===== src/design/ts_pkg.sv =====
// Shared constants and carrier types for the temperature sensor register and alert logic.
// Assumes one system clock at CLK_HZ; every count here derives from it.
package ts_pkg;
    localparam int          CLK_HZ        = 250_000_000;
    localparam int          CYC_PER_MS    = CLK_HZ / 1000;

    // Register pointer values
    localparam logic [1:0]  PTR_TEMP      = 2'h0;
    localparam logic [1:0]  PTR_CFG       = 2'h1;
    localparam logic [1:0]  PTR_LOW       = 2'h2;
    localparam logic [1:0]  PTR_HIGH      = 2'h3;
    localparam int          PTR_WIDTH     = 8;

    // Operating settings field positions
    localparam int          CFG_SS        = 15;
    localparam int          CFG_FCS_HI    = 12;
    localparam int          CFG_FCS_LO    = 11;
    localparam int          CFG_SENSE     = 10;
    localparam int          CFG_MODE      = 9;
    localparam int          CFG_SLEEP     = 8;
    localparam int          CFG_RATE_HI   = 7;
    localparam int          CFG_RATE_LO   = 6;
    localparam int          CFG_FLAG      = 5;
    localparam logic [15:0] CFG_WR_MASK   = 16'h9fd0;
    localparam logic [15:0] CFG_RST       = 16'h40a0;

    // Threshold and result reset values
    localparam logic [15:0] LOW_RST       = 16'h4b00;
    localparam logic [15:0] HIGH_RST      = 16'h5000;
    localparam logic [15:0] TEMP_RST      = 16'h0000;

    // Conversion periods per sample rate code
    localparam int          CONV_MS_0     = 4000;
    localparam int          CONV_MS_1     = 1000;
    localparam int          CONV_MS_2     = 250;
    localparam int          CONV_MS_3     = 125;

    // Serial slave address, arbitrary default
    localparam logic [6:0]  SLAVE_ADDR    = 7'h48;

    // Byte index of a written serial byte
    localparam logic [1:0]  IDX_PTR       = 2'h0;
    localparam logic [1:0]  IDX_MSB       = 2'h1;
    localparam logic [1:0]  IDX_LSB       = 2'h2;

    typedef struct packed {
        logic       valid;
        logic [1:0] idx;
        logic [7:0] data;
    } ts_wr_t;
endpackage : ts_pkg


===== src/design/ts_sensor_regs.sv =====
// Register file, conversion timebase and threshold flag logic of the temperature sensor.
// Assumes conv_value_i is the converter output on clock_i; serial pins are asynchronous.
//
// Overview of operation
// - Pointer register is 8 bits; only bits 1:0 store, the rest read zero.
// - Pointer 0 selects result, 1 settings, 2 low threshold, 3 high threshold.
// - Result is read-only; settings and both thresholds are read and write.
// - Operating settings register is sixteen bits of mode fields.
// - Sixteen-bit transfers carry the most significant byte first.
// - Settings bits 3:0 and 14:13 are read-only and keep their defaults.
// - With sense zero, flag reads 1 and drops to 0 after enough high readings.
// - Active flag holds until enough readings fall to the low threshold.
// - Flag sense bit sets which flag level means over-temperature.
// - In comparator behaviour the flag equals the warning pin level.
// - Sample rate field gives 0.25, 1, 4 or 8 conversions per second.
// - After reset the sample rate is four conversions per second.
// - Result register changes only when a conversion completes.
// - Alert mode select 0 means comparator, 1 means interrupt behaviour.
// - Sense zero makes the warning pin active low, one active high.
// - Fault count codes 00, 01, 10, 11 need 1, 2, 4, 6 readings.
`timescale 1ns/1ps
module ts_sensor_regs
    import ts_pkg::*;
#(
    parameter int CONV_CYC_0 = CONV_MS_0 * CYC_PER_MS,
    parameter int CONV_CYC_1 = CONV_MS_1 * CYC_PER_MS,
    parameter int CONV_CYC_2 = CONV_MS_2 * CYC_PER_MS,
    parameter int CONV_CYC_3 = CONV_MS_3 * CYC_PER_MS
)
(
    input  wire logic           clock_i,
    input  wire logic           sys_rst_i,
    input  wire logic           scl_i,
    input  wire logic           sda_i,
    output logic                sda_o,
    output logic                sda_oe_o,
    input  wire logic [15:0]    conv_value_i,
    output logic                alert_o,
    output logic                alert_oe_o
);
    import ts_pkg::*;

    ts_wr_t        wr;
    logic          rd_start;
    logic [1:0]    pointer_reg;
    logic [7:0]    msb_hold_reg;
    logic [15:0]   temperature_result_reg;
    logic [15:0]   settings_reg;
    logic [15:0]   low_threshold_reg;
    logic [15:0]   high_threshold_reg;
    logic [15:0]   rd_word_reg;
    logic [15:0]   rd_word_next;
    logic [15:0]   wr_word;
    logic [31:0]   conv_cnt_reg;
    logic [31:0]   conv_limit;
    logic          conv_done_reg;
    logic          over_reg;
    logic [2:0]    fault_cnt_reg;
    logic [2:0]    fault_need;
    logic          qualify;
    logic          flip;
    logic          pending_reg;
    logic          threshold_flag;
    logic          pin_active;
    logic          pin_level;
    logic          mode_intr;
    logic          flag_sense;

    ts_serial_slave u_slave (
        .clock_i    (clock_i),
        .sys_rst_i  (sys_rst_i),
        .scl_i      (scl_i),
        .sda_i      (sda_i),
        .sda_o      (sda_o),
        .sda_oe_o   (sda_oe_o),
        .rd_word_i  (rd_word_reg),
        .wr_o       (wr),
        .rd_start_o (rd_start)
    );

    assign wr_word    = {msb_hold_reg, wr.data};
    assign mode_intr  = settings_reg[CFG_MODE];
    assign flag_sense = settings_reg[CFG_SENSE];

    // Pointer and write path
    always_ff @(posedge clock_i) begin
        if (sys_rst_i) begin
            pointer_reg  <= PTR_TEMP;
            msb_hold_reg <= 8'h00;
        end else if (wr.valid) begin
            if (wr.idx == IDX_PTR) begin
                pointer_reg <= wr.data[1:0];
            end else if (wr.idx == IDX_MSB) begin
                msb_hold_reg <= wr.data;
            end
        end
    end

    always_ff @(posedge clock_i) begin
        if (sys_rst_i) begin
            settings_reg       <= CFG_RST;
            low_threshold_reg  <= LOW_RST;
            high_threshold_reg <= HIGH_RST;
        end else if (wr.valid && wr.idx == IDX_LSB) begin
            // Data goes to the settings or threshold register the pointer last named; writes to the result are dropped
            if (pointer_reg == PTR_CFG) begin
                settings_reg <= (wr_word & CFG_WR_MASK) | (CFG_RST & ~CFG_WR_MASK);
            end else if (pointer_reg == PTR_LOW) begin
                low_threshold_reg <= wr_word;
            end else if (pointer_reg == PTR_HIGH) begin
                high_threshold_reg <= wr_word;
            end
        end
    end

    // Read word is captured when a read begins so both bytes belong together
    always_comb begin
        rd_word_next = {6'h00, 8'h00, pointer_reg};
        if (pointer_reg == PTR_TEMP) begin
            rd_word_next = temperature_result_reg;
        end else if (pointer_reg == PTR_CFG) begin
            rd_word_next = settings_reg;
            rd_word_next[CFG_FLAG] = threshold_flag;
        end else if (pointer_reg == PTR_LOW) begin
            rd_word_next = low_threshold_reg;
        end else begin
            rd_word_next = high_threshold_reg;
        end
    end

    always_ff @(posedge clock_i) begin
        if (sys_rst_i) begin
            rd_word_reg <= 16'h0000;
        end else if (rd_start) begin
            rd_word_reg <= rd_word_next;
        end
    end

    // Conversion timebase; sleep stops new conversions
    always_comb begin
        case (settings_reg[CFG_RATE_HI:CFG_RATE_LO])
            2'h0:    conv_limit = CONV_CYC_0;
            2'h1:    conv_limit = CONV_CYC_1;
            2'h2:    conv_limit = CONV_CYC_2;
            default: conv_limit = CONV_CYC_3;
        endcase
    end

    always_ff @(posedge clock_i) begin
        if (sys_rst_i) begin
            conv_cnt_reg  <= 32'h0000_0000;
            conv_done_reg <= 1'b0;
        end else begin
            conv_done_reg <= 1'b0;
            if (conv_cnt_reg >= conv_limit - 32'h1) begin
                conv_cnt_reg  <= 32'h0000_0000;
                conv_done_reg <= ~settings_reg[CFG_SLEEP];
            end else begin
                conv_cnt_reg <= conv_cnt_reg + 32'h1;
            end
        end
    end

    always_ff @(posedge clock_i) begin
        if (sys_rst_i) begin
            temperature_result_reg <= TEMP_RST;
        end else if (conv_done_reg) begin
            temperature_result_reg <= conv_value_i;
        end
    end

    // Threshold tracking with hysteresis and consecutive-fault filter
    always_comb begin
        case (settings_reg[CFG_FCS_HI:CFG_FCS_LO])
            2'h0:    fault_need = 3'h1;
            2'h1:    fault_need = 3'h2;
            2'h2:    fault_need = 3'h4;
            default: fault_need = 3'h6;
        endcase
    end

    assign qualify = over_reg ? ($signed(conv_value_i) <= $signed(low_threshold_reg))
                              : ($signed(conv_value_i) >= $signed(high_threshold_reg));
    assign flip    = conv_done_reg && qualify && (fault_cnt_reg + 3'h1 >= fault_need);

    always_ff @(posedge clock_i) begin
        if (sys_rst_i) begin
            over_reg      <= 1'b0;
            fault_cnt_reg <= 3'h0;
        end else if (conv_done_reg) begin
            if (flip) begin
                over_reg      <= ~over_reg;
                fault_cnt_reg <= 3'h0;
            end else if (qualify) begin
                fault_cnt_reg <= fault_cnt_reg + 3'h1;
            end else begin
                fault_cnt_reg <= 3'h0;
            end
        end
    end

    // Interrupt behaviour: any read or entering sleep clears, a new crossing wins
    always_ff @(posedge clock_i) begin
        if (sys_rst_i) begin
            pending_reg <= 1'b0;
        end else if (flip && mode_intr) begin
            pending_reg <= 1'b1;
        end else if (rd_start || !mode_intr || settings_reg[CFG_SLEEP]) begin
            pending_reg <= 1'b0;
        end
    end

    assign threshold_flag = flag_sense ? over_reg : ~over_reg;
    assign pin_active     = mode_intr ? pending_reg : over_reg;
    assign pin_level      = flag_sense ? pin_active : ~pin_active;

    // Open-drain pin: enable pulls low, so enable is the inverse of the level
    always_ff @(posedge clock_i) begin
        if (sys_rst_i) begin
            alert_o    <= 1'b1;
            alert_oe_o <= 1'b0;
        end else begin
            alert_o    <= pin_level;
            alert_oe_o <= ~pin_level;
        end
    end
endmodule : ts_sensor_regs


===== src/design/ts_serial_slave.sv =====
// Byte-level two-wire serial slave: start/stop, address match, byte writes, 16-bit reads.
// Assumes clock line and data line are asynchronous pins oversampled by clock_i.
`timescale 1ns/1ps
module ts_serial_slave
    import ts_pkg::*;
(
    input  wire logic           clock_i,
    input  wire logic           sys_rst_i,
    input  wire logic           scl_i,
    input  wire logic           sda_i,
    output logic                sda_o,
    output logic                sda_oe_o,
    input  wire logic [15:0]    rd_word_i,
    output ts_pkg::ts_wr_t      wr_o,
    output logic                rd_start_o
);
    typedef enum logic [2:0] {S_IDLE, S_ADDR, S_ACK_ADDR, S_WRITE, S_ACK_WR, S_READ, S_ACK_RD} ts_state_t;

    ts_state_t   state_reg;
    logic [1:0]  scl_sync_reg;
    logic [1:0]  sda_sync_reg;
    logic        scl_d_reg;
    logic        sda_d_reg;
    logic [7:0]  shift_reg;
    logic [3:0]  cnt_reg;
    logic        rw_reg;
    logic        rd_lsb_reg;
    logic [1:0]  idx_reg;
    logic        scl_rise;
    logic        scl_fall;
    logic        start_det;
    logic        stop_det;

    always_ff @(posedge clock_i) begin
        if (sys_rst_i) begin
            scl_sync_reg <= 2'h3;
            sda_sync_reg <= 2'h3;
            scl_d_reg    <= 1'b1;
            sda_d_reg    <= 1'b1;
        end else begin
            scl_sync_reg <= {scl_sync_reg[0], scl_i};
            sda_sync_reg <= {sda_sync_reg[0], sda_i};
            scl_d_reg    <= scl_sync_reg[1];
            sda_d_reg    <= sda_sync_reg[1];
        end
    end

    assign scl_rise  = scl_sync_reg[1] & ~scl_d_reg;
    assign scl_fall  = ~scl_sync_reg[1] & scl_d_reg;
    assign start_det = scl_sync_reg[1] & scl_d_reg & sda_d_reg & ~sda_sync_reg[1];
    assign stop_det  = scl_sync_reg[1] & scl_d_reg & ~sda_d_reg & sda_sync_reg[1];

    always_ff @(posedge clock_i) begin
        if (sys_rst_i) begin
            state_reg  <= S_IDLE;
            shift_reg  <= 8'h00;
            cnt_reg    <= 4'h0;
            rw_reg     <= 1'b0;
            rd_lsb_reg <= 1'b0;
            idx_reg    <= IDX_PTR;
            sda_oe_o   <= 1'b0;
            sda_o      <= 1'b0;
            wr_o       <= '0;
            rd_start_o <= 1'b0;
        end else begin
            wr_o.valid <= 1'b0;
            rd_start_o <= 1'b0;
            if (start_det) begin
                state_reg <= S_ADDR;
                cnt_reg   <= 4'h0;
                sda_oe_o  <= 1'b0;
            end else if (stop_det) begin
                state_reg <= S_IDLE;
                sda_oe_o  <= 1'b0;
            end else begin
                case (state_reg)
                    S_ADDR, S_WRITE: begin
                        if (scl_rise && cnt_reg < 4'h8) begin
                            shift_reg <= {shift_reg[6:0], sda_sync_reg[1]};
                            cnt_reg   <= cnt_reg + 4'h1;
                        end else if (scl_fall && cnt_reg == 4'h8) begin
                            if (state_reg == S_ADDR) begin
                                if (shift_reg[7:1] == SLAVE_ADDR) begin
                                    rw_reg     <= shift_reg[0];
                                    rd_start_o <= shift_reg[0];
                                    rd_lsb_reg <= 1'b0;
                                    idx_reg    <= IDX_PTR;
                                    sda_oe_o   <= 1'b1;
                                    state_reg  <= S_ACK_ADDR;
                                end else begin
                                    state_reg <= S_IDLE;
                                end
                            end else begin
                                // Pointer byte first, then MSB before LSB
                                wr_o.valid <= 1'b1;
                                wr_o.idx   <= idx_reg;
                                wr_o.data  <= shift_reg;
                                idx_reg    <= (idx_reg == IDX_MSB) ? IDX_LSB : IDX_MSB;
                                sda_oe_o   <= 1'b1;
                                state_reg  <= S_ACK_WR;
                            end
                        end
                    end
                    S_ACK_ADDR, S_ACK_WR: begin
                        if (scl_fall) begin
                            cnt_reg <= 4'h0;
                            if (state_reg == S_ACK_ADDR && rw_reg) begin
                                shift_reg  <= rd_word_i[15:8];
                                sda_oe_o   <= ~rd_word_i[15];
                                rd_lsb_reg <= 1'b1;
                                state_reg  <= S_READ;
                            end else begin
                                sda_oe_o  <= 1'b0;
                                state_reg <= S_WRITE;
                            end
                        end
                    end
                    S_READ: begin
                        if (scl_fall) begin
                            if (cnt_reg == 4'h7) begin
                                sda_oe_o  <= 1'b0;
                                state_reg <= S_ACK_RD;
                            end else begin
                                shift_reg <= {shift_reg[6:0], 1'b0};
                                sda_oe_o  <= ~shift_reg[6];
                                cnt_reg   <= cnt_reg + 4'h1;
                            end
                        end
                    end
                    S_ACK_RD: begin
                        // Host not-acknowledge ends the read
                        if (scl_rise && sda_sync_reg[1]) begin
                            state_reg <= S_IDLE;
                        end else if (scl_fall) begin
                            shift_reg  <= rd_lsb_reg ? rd_word_i[7:0] : rd_word_i[15:8];
                            sda_oe_o   <= rd_lsb_reg ? ~rd_word_i[7] : ~rd_word_i[15];
                            rd_lsb_reg <= ~rd_lsb_reg;
                            cnt_reg    <= 4'h0;
                            state_reg  <= S_READ;
                        end
                    end
                    default: begin
                        sda_oe_o <= 1'b0;
                    end
                endcase
            end
        end
    end
endmodule : ts_serial_slave


===== config.mk =====
export PLATFORM = sky130hd
export DESIGN_NAME = ts_sensor_regs
export DESIGN_NICKNAME = d
export VERILOG_FILES = /design/src/design/ts_pkg.sv /design/src/design/ts_sensor_regs.sv /design/src/design/ts_serial_slave.sv
export SDC_FILE = /design/constraint.sdc
export NUM_CORES = 1
export LEC_CHECK = 0
export BUFFER_PORTS_ARGS = -buffer_cell sky130_fd_sc_hd__buf_2
export CORE_UTILIZATION = 35
export CTS_CLUSTER_SIZE = 20
export DETAILED_ROUTE_END_ITERATION = 16
export PLACE_DENSITY = 0.6
export SETUP_SLACK_MARGIN = 0.5
export SYNTH_ARGS = -nofsm -noshare
export SYNTH_HDL_FRONTEND = slang
export SYNTH_SLANG_ARGS = --single-unit

===== constraint.sdc =====
create_clock -name clock_i -period 7.55 [get_ports clock_i]
set_input_delay 0.755 -clock clock_i [delete_from_list [all_inputs] [get_ports clock_i]]
set_output_delay 0.755 -clock clock_i [all_outputs]
set_load 0.005 [all_outputs]

# Yosys cells after proc, flatten, opt, wreduce, memory -nomap -nowiden
# Index checks and enable logic that the tools add are counted.
# W data, S select, Z words.
# totals
wordCells,217
out_inout_bits,4
register_bits,161
in_bits,20
# op_classes
n_eq_ne,40
addsub,4
n_mux,66
bitwise,30
n_reduce_logical,42
order_cmp,5
# op_table
cell,n
$pmux W30 S3,1
$mux W8,8
$mux W16,3
$mux W3,11
$add A32 B1 Y32 const B,1
$ge A32 B32 Y1,1
$pmux W8 S4,1
$sub A32 B1 Y32 const B,1
$reduce_and A7 Y1,4
$mux W1,27
$not A1 Y1,23
$mux W4,5
$ne A2 B1 Y1 const B,9
$reduce_and A6 Y1,3
$ge A16 B16 Y1,1
$le A16 B16 Y1,1
$ne A4 B1 Y1 const B,4
$pmux W4 S4,1
$pmux W3 S4,1
$mux W11,1
$reduce_and A11 Y1,1
$eq A2 B1 Y1 const B,5
$eq A2 B2 Y1 const B,5
$reduce_and A10 Y1,1
other kinds (35),68

# Logic depth before layout (Yosys ltp)
# logic_depth
ltp_word,8
ltp_mapped,13
depth_no_buf,12

# Hierarchy
# From an unflattened synthesis, not the netlist that was laid out.
# hier_totals
cells_unflattened,1051
hier_area_um2,8962.3
# modules_own_cells
mod,cells_per_inst,instances,seq_area_each_um2,area_per_inst_um2
ts_sensor_regs,803,1,2462.4,6882.9
ts_serial_slave,248,1,760.7,2079.5

# Worst setup path before layout
# No wires, ideal clock.
# synth_path
kind,in2reg
start,in conv_value_i[15]
end,reg pending_reg
setup_ns,0.084
t_arrival_ns,2.510
setup_slack_ns,4.956
path_stages,8
path_buffers,0
required_time_ns,7.466
path_cell_list,ha_1 > nand4_2 > or4_4 > a21oi_2 > o311a_2 > a211oi_2 > a31o_4 > o31ai_2
# synth_via
elab_chain_cells,6
word_cells_on_any_way,8
cone_classes,order compare (2); mux (2); reduce/logical (4)
# synth_rtl
item,line_no,rtl
start: declaration,ts_sensor_regs.sv:37,"input wire logic [15:0] conv_value_i,"
$ge A16 B16 Y1 / $le A16 B16 Y1 (equally long branches),"ts_sensor_regs.sv:183, ts_sensor_regs.sv:182",
$mux W1 (*),ts_sensor_regs.sv:182,assign qualify = over_reg ? ($signed(conv_value_i) <= $signed(low_threshold_reg))
$logic_and A1 B1 Y1 (*) (2 in series),ts_sensor_regs.sv:184,assign flip = conv_done_reg && qualify && (fault_cnt_reg + 3'h1 >= fault_need);
$logic_and A1 B1 Y1 (*),ts_sensor_regs.sv:206,end else if (flip && mode_intr) begin
$mux W1 / $reduce_bool A2 Y1 (equally long branches),-,
end signal: assignment,ts_sensor_regs.sv:205,pending_reg <= 1'b0;
end signal: assignment,ts_sensor_regs.sv:207,pending_reg <= 1'b1;
end signal: assignment,ts_sensor_regs.sv:209,pending_reg <= 1'b0;
end: declaration,ts_sensor_regs.sv:62,logic pending_reg;
# Mark *: on every way between the ends. The rest lies on a longest branch, timed or not.
# A chain may end at the register's enable or synchronous reset.

# Worst setup path after layout
# layout_path
start,reg settings_reg[7]
end,reg conv_cnt_reg[7]
# layout_via
elab_chain_cells,5
word_cells_on_any_way,7
cone_classes,add/sub (1); order compare (1); eq/ne (2); mux (1); reduce/logical (2)
# layout_rtl
item,line_no,rtl
start: declaration,ts_sensor_regs.sv:48,logic [15:0] settings_reg;
start signal: assignment,ts_sensor_regs.sv:107,settings_reg <= (wr_word & CFG_WR_MASK) | (CFG_RST & ~CFG_WR_MASK);
$eq A2 B2 Y1 (tied with other cells),ts_sensor_regs.sv:141,case (settings_reg[CFG_RATE_HI:CFG_RATE_LO])
$pmux W30 S3 (*),ts_sensor_regs.sv:141,
$sub A32 B1 Y32 (*),ts_sensor_regs.sv:155,if (conv_cnt_reg >= conv_limit - 32'h1) begin
$ge A32 B32 Y1 (*),ts_sensor_regs.sv:155,
$reduce_or A2 Y1 (no line) (*),-,
end signal: assignment,ts_sensor_regs.sv:159,conv_cnt_reg <= conv_cnt_reg + 32'h1;
end: declaration,ts_sensor_regs.sv:54,logic [31:0] conv_cnt_reg;
# Marks and branches as above.

==> results.sh <==
export IMPL_status="complete, no violations"
export IMPL_required_ns=7.91
export IMPL_rsz0062_at_grt="no"
export IMPL_syn_avg_cell_area_um2=8.294
export IMPL_ios=24
export IMPL_yosysWarnings=0
export IMPL_pwr_share_comb_pct=4.3
export IMPL_yosysTopAreaCell="dfxtp_1"
export IMPL_synth_cell_types=64
export IMPL_area_growth_pct=11.21
export IMPL_maxSlewViolCount=0
export IMPL_wire_per_inst_um=15.39
export IMPL_p_seq_share_pct=48.5
export IMPL_synth_area_leaders="dfxtp_1, ha_1, nand2_1, nor2_1, a21oi_1"
export IMPL_crit_type="flip-flop to flip-flop"
export IMPL_drtAntennaViolNets=0
export IMPL_grt_overflow=0
export IMPL_drive_above_1_share_pct=7.782
export IMPL_synth_seq_cells=161
export IMPL_power_mw=1.782
export IMPL_timing_slew_headroom_pct=37.57
export IMPL_syn_area_um2=8402
export IMPL_fp_dieW_um=156.9
export IMPL_p_int_mw=1.327
export IMPL_routed_wl_um=20730
export IMPL_yosys_top_cells_count="dfxtp_1, nand2_1, nor2_1"
export IMPL_grt_use_total_pct=17.75
export IMPL_grt_pass1_vias=6356
export IMPL_max_freq_mhz=295.2
export IMPL_antenna_cells=0
export IMPL_synth_top_area_share_pct=38.36
export IMPL_ir_worst_vdd_v=0.0001442
export IMPL_critPathArrivalTime_ns=3.75
export IMPL_largest_reg_flops=32
export IMPL_portBuffers=22
export IMPL_power_leakage_nw=3.479
export IMPL_power_density_nw_per_um2=190.7
export IMPL_fin_crit_sh_pct=44.87
export IMPL_synth_edf_count=0
export IMPL_gp_congestion=0.8338
export IMPL_vias_per_cell=5.144
export IMPL_die_area_um2=24630
export IMPL_vias=6929
export IMPL_syn_inst=1013
export IMPL_cts_setup_buffers=0
export IMPL_clk_pin_slew_ns=0.07
export IMPL_crit_fanout=16
export IMPL_skew_ns=0.01219
export IMPL_end_kind="flip-flop"
export IMPL_yosysSeqAreaShare_pct=38.36
export IMPL_place_hpwl_um=14490
export IMPL_maxCapViolCount=0
export IMPL_clk_latency_ns=0.44
export IMPL_cts_max_level=4
export IMPL_core_area_um2=23470
export IMPL_hold_class="flip-flop to flip-flop"
export IMPL_drt_iter0_markers=475
export IMPL_power_switching_mw=0.4557
export IMPL_initial_core_util_pct=35.79
export IMPL_setup_viol=0
export IMPL_drc=0
export IMPL_swShare_pct=25.57
export IMPL_grt_pass1_wl_um=33710
export IMPL_row_count=56
export IMPL_finalSetupTns_ns=0
export IMPL_pwr_share_clk_pct=47.2
export IMPL_die_h_um=156.9
export IMPL_post_cts_resized=0
export IMPL_cts_sinks=161
export IMPL_worst_pin_slew_ns=0.9278
export IMPL_yosysMostFrequentCell="dfxtp_1"
export IMPL_crit_path_start_kind="flip-flop"
export IMPL_dr_pass1_iters=6
export IMPL_clockRootBuffer="clkbuf_16"
export IMPL_nets=1109
export IMPL_async_flop_share_pct=0
export IMPL_antenna_found_initial=0
export IMPL_clk_path_buf_depth=2
export IMPL_hold_viol=0
export IMPL_cts_hold_buf=0
export IMPL_grt_start_max_net_pins=90
export IMPL_min_period_ns=3.388
export IMPL_cts_buffers=17
export IMPL_ys_flop_type="dfxtp_1"
export IMPL_cts_tree="yes"
==> logic make-up (layout without fill, tap and decap cells) <==
family	count (synthesis)	count (layout)	synth area share (%)
AND/OR/NAND/NOR	389	389	21.22
AO/OA/AOI/OAI	213	213	16.38
flip-flops	161	161	38.36
buffers and inverters	101	114	4.661
adder cells (fa/ha/maj)	74	74	11.02
multiplexers	39	39	4.661
XOR/XNOR	35	35	3.649
other	1	3	0.04463
==> final timing paths <==
path,cells after the start,end,slack (ns),from
max,12,conv_cnt_reg[7],4.16,settings_reg[7]
min,1,u_slave.scl_sync_reg[1],0.41,u_slave.scl_sync_reg[0]
max reg2reg,12,conv_cnt_reg[7],4.16,settings_reg[7]
min reg2reg,1,u_slave.scl_sync_reg[1],0.41,u_slave.scl_sync_reg[0]
==> power groups by stage <==
stage / combinational, mW / clock, mW / sequential, mW
finish: 0.0765 / 0.841 / 0.865
global route: 0.0856 / 0.890 / 0.865
CTS: 0.0768 / 0.858 / 0.865
detailed placement: 0.0765 / 0 / 0.884
global placement: 0.0760 / 0 / 0.884
floorplan: 0.0533 / 0 / 0.880
==> layout by cell type (no fill, tap or decap), drive strengths merged, types with 3 or more instances in the layout <==
cell,instances
dfxtp,161
nand2,140
nor2,138
a21oi,87
ha,74
inv,64
mux2i,38
o21ai,32
buf,28
xor2,23
a211oi,19
clkbuf,18
nand4,15
nand3,14
o211ai,13
xnor2,12
nand2b,10
nand3b,10
nor2b,10
nor3,10
a21o,9
or2,8
a22oi,8
a222oi,7
a211o,7
o21a,6
and3,5
and2,4
and3b,4
a31oi,4
nor4,4
o31ai,4
o21bai,3
a221oi,3
or3,3
and4,3
conb,3
or3b,3
or4,3
==> through the flow <==
step                      util, %  setup WS, ns  area [um^2]  hold WS, ns  cells
after floorplan                 -         4.956         8409       0.3895   1015
after global placement      37.39         4.283         8777       0.4080   1315
after detailed placement    37.39         4.128         8777       0.4041   1315
after CTS                   39.81         4.095         9344       0.4182   1347
after global routing        39.81         3.876         9344       0.4315   1347
final                       39.81         4.162         9344       0.4057   1347
==> worst max-delay path, stage by stage, from the launching register on <==
cell and delay [ns]:
dfxtp_1 0.50, inv_1 0.18, ha_1 0.38, inv_1 0.08
ha_1 0.28, a211oi_1 0.21, nand2_1 0.10, nor3_1 0.18
a31oi_1 0.11, nor4bb_1 0.39, nand2b_1 0.44, buf_4 0.35
nor2_1 0.11
==> layout make-up <==
class / instances / area, um^2
clock inverters: 14 / 137.6
flip-flops and latches: 161 / 3223
inverters: 54 / 202.7
fillers: 2371 / 14130
repair buffers: 28 / 157.7
multi-input cells: 753 / 4795
clock buffers: 18 / 429.2
well taps: 319 / 399.1
==> layer usage <==
metal  up-vias  GRT usage [%]  wire length (um)
met5         -              0                 0
met4         0          5.369               324
met3        22          3.276               883
met2       162          27.70              9174
met1      3232          24.67             10350
li1       3513              -                 -
No activity file was read; power rests on OpenSTA's default activity.
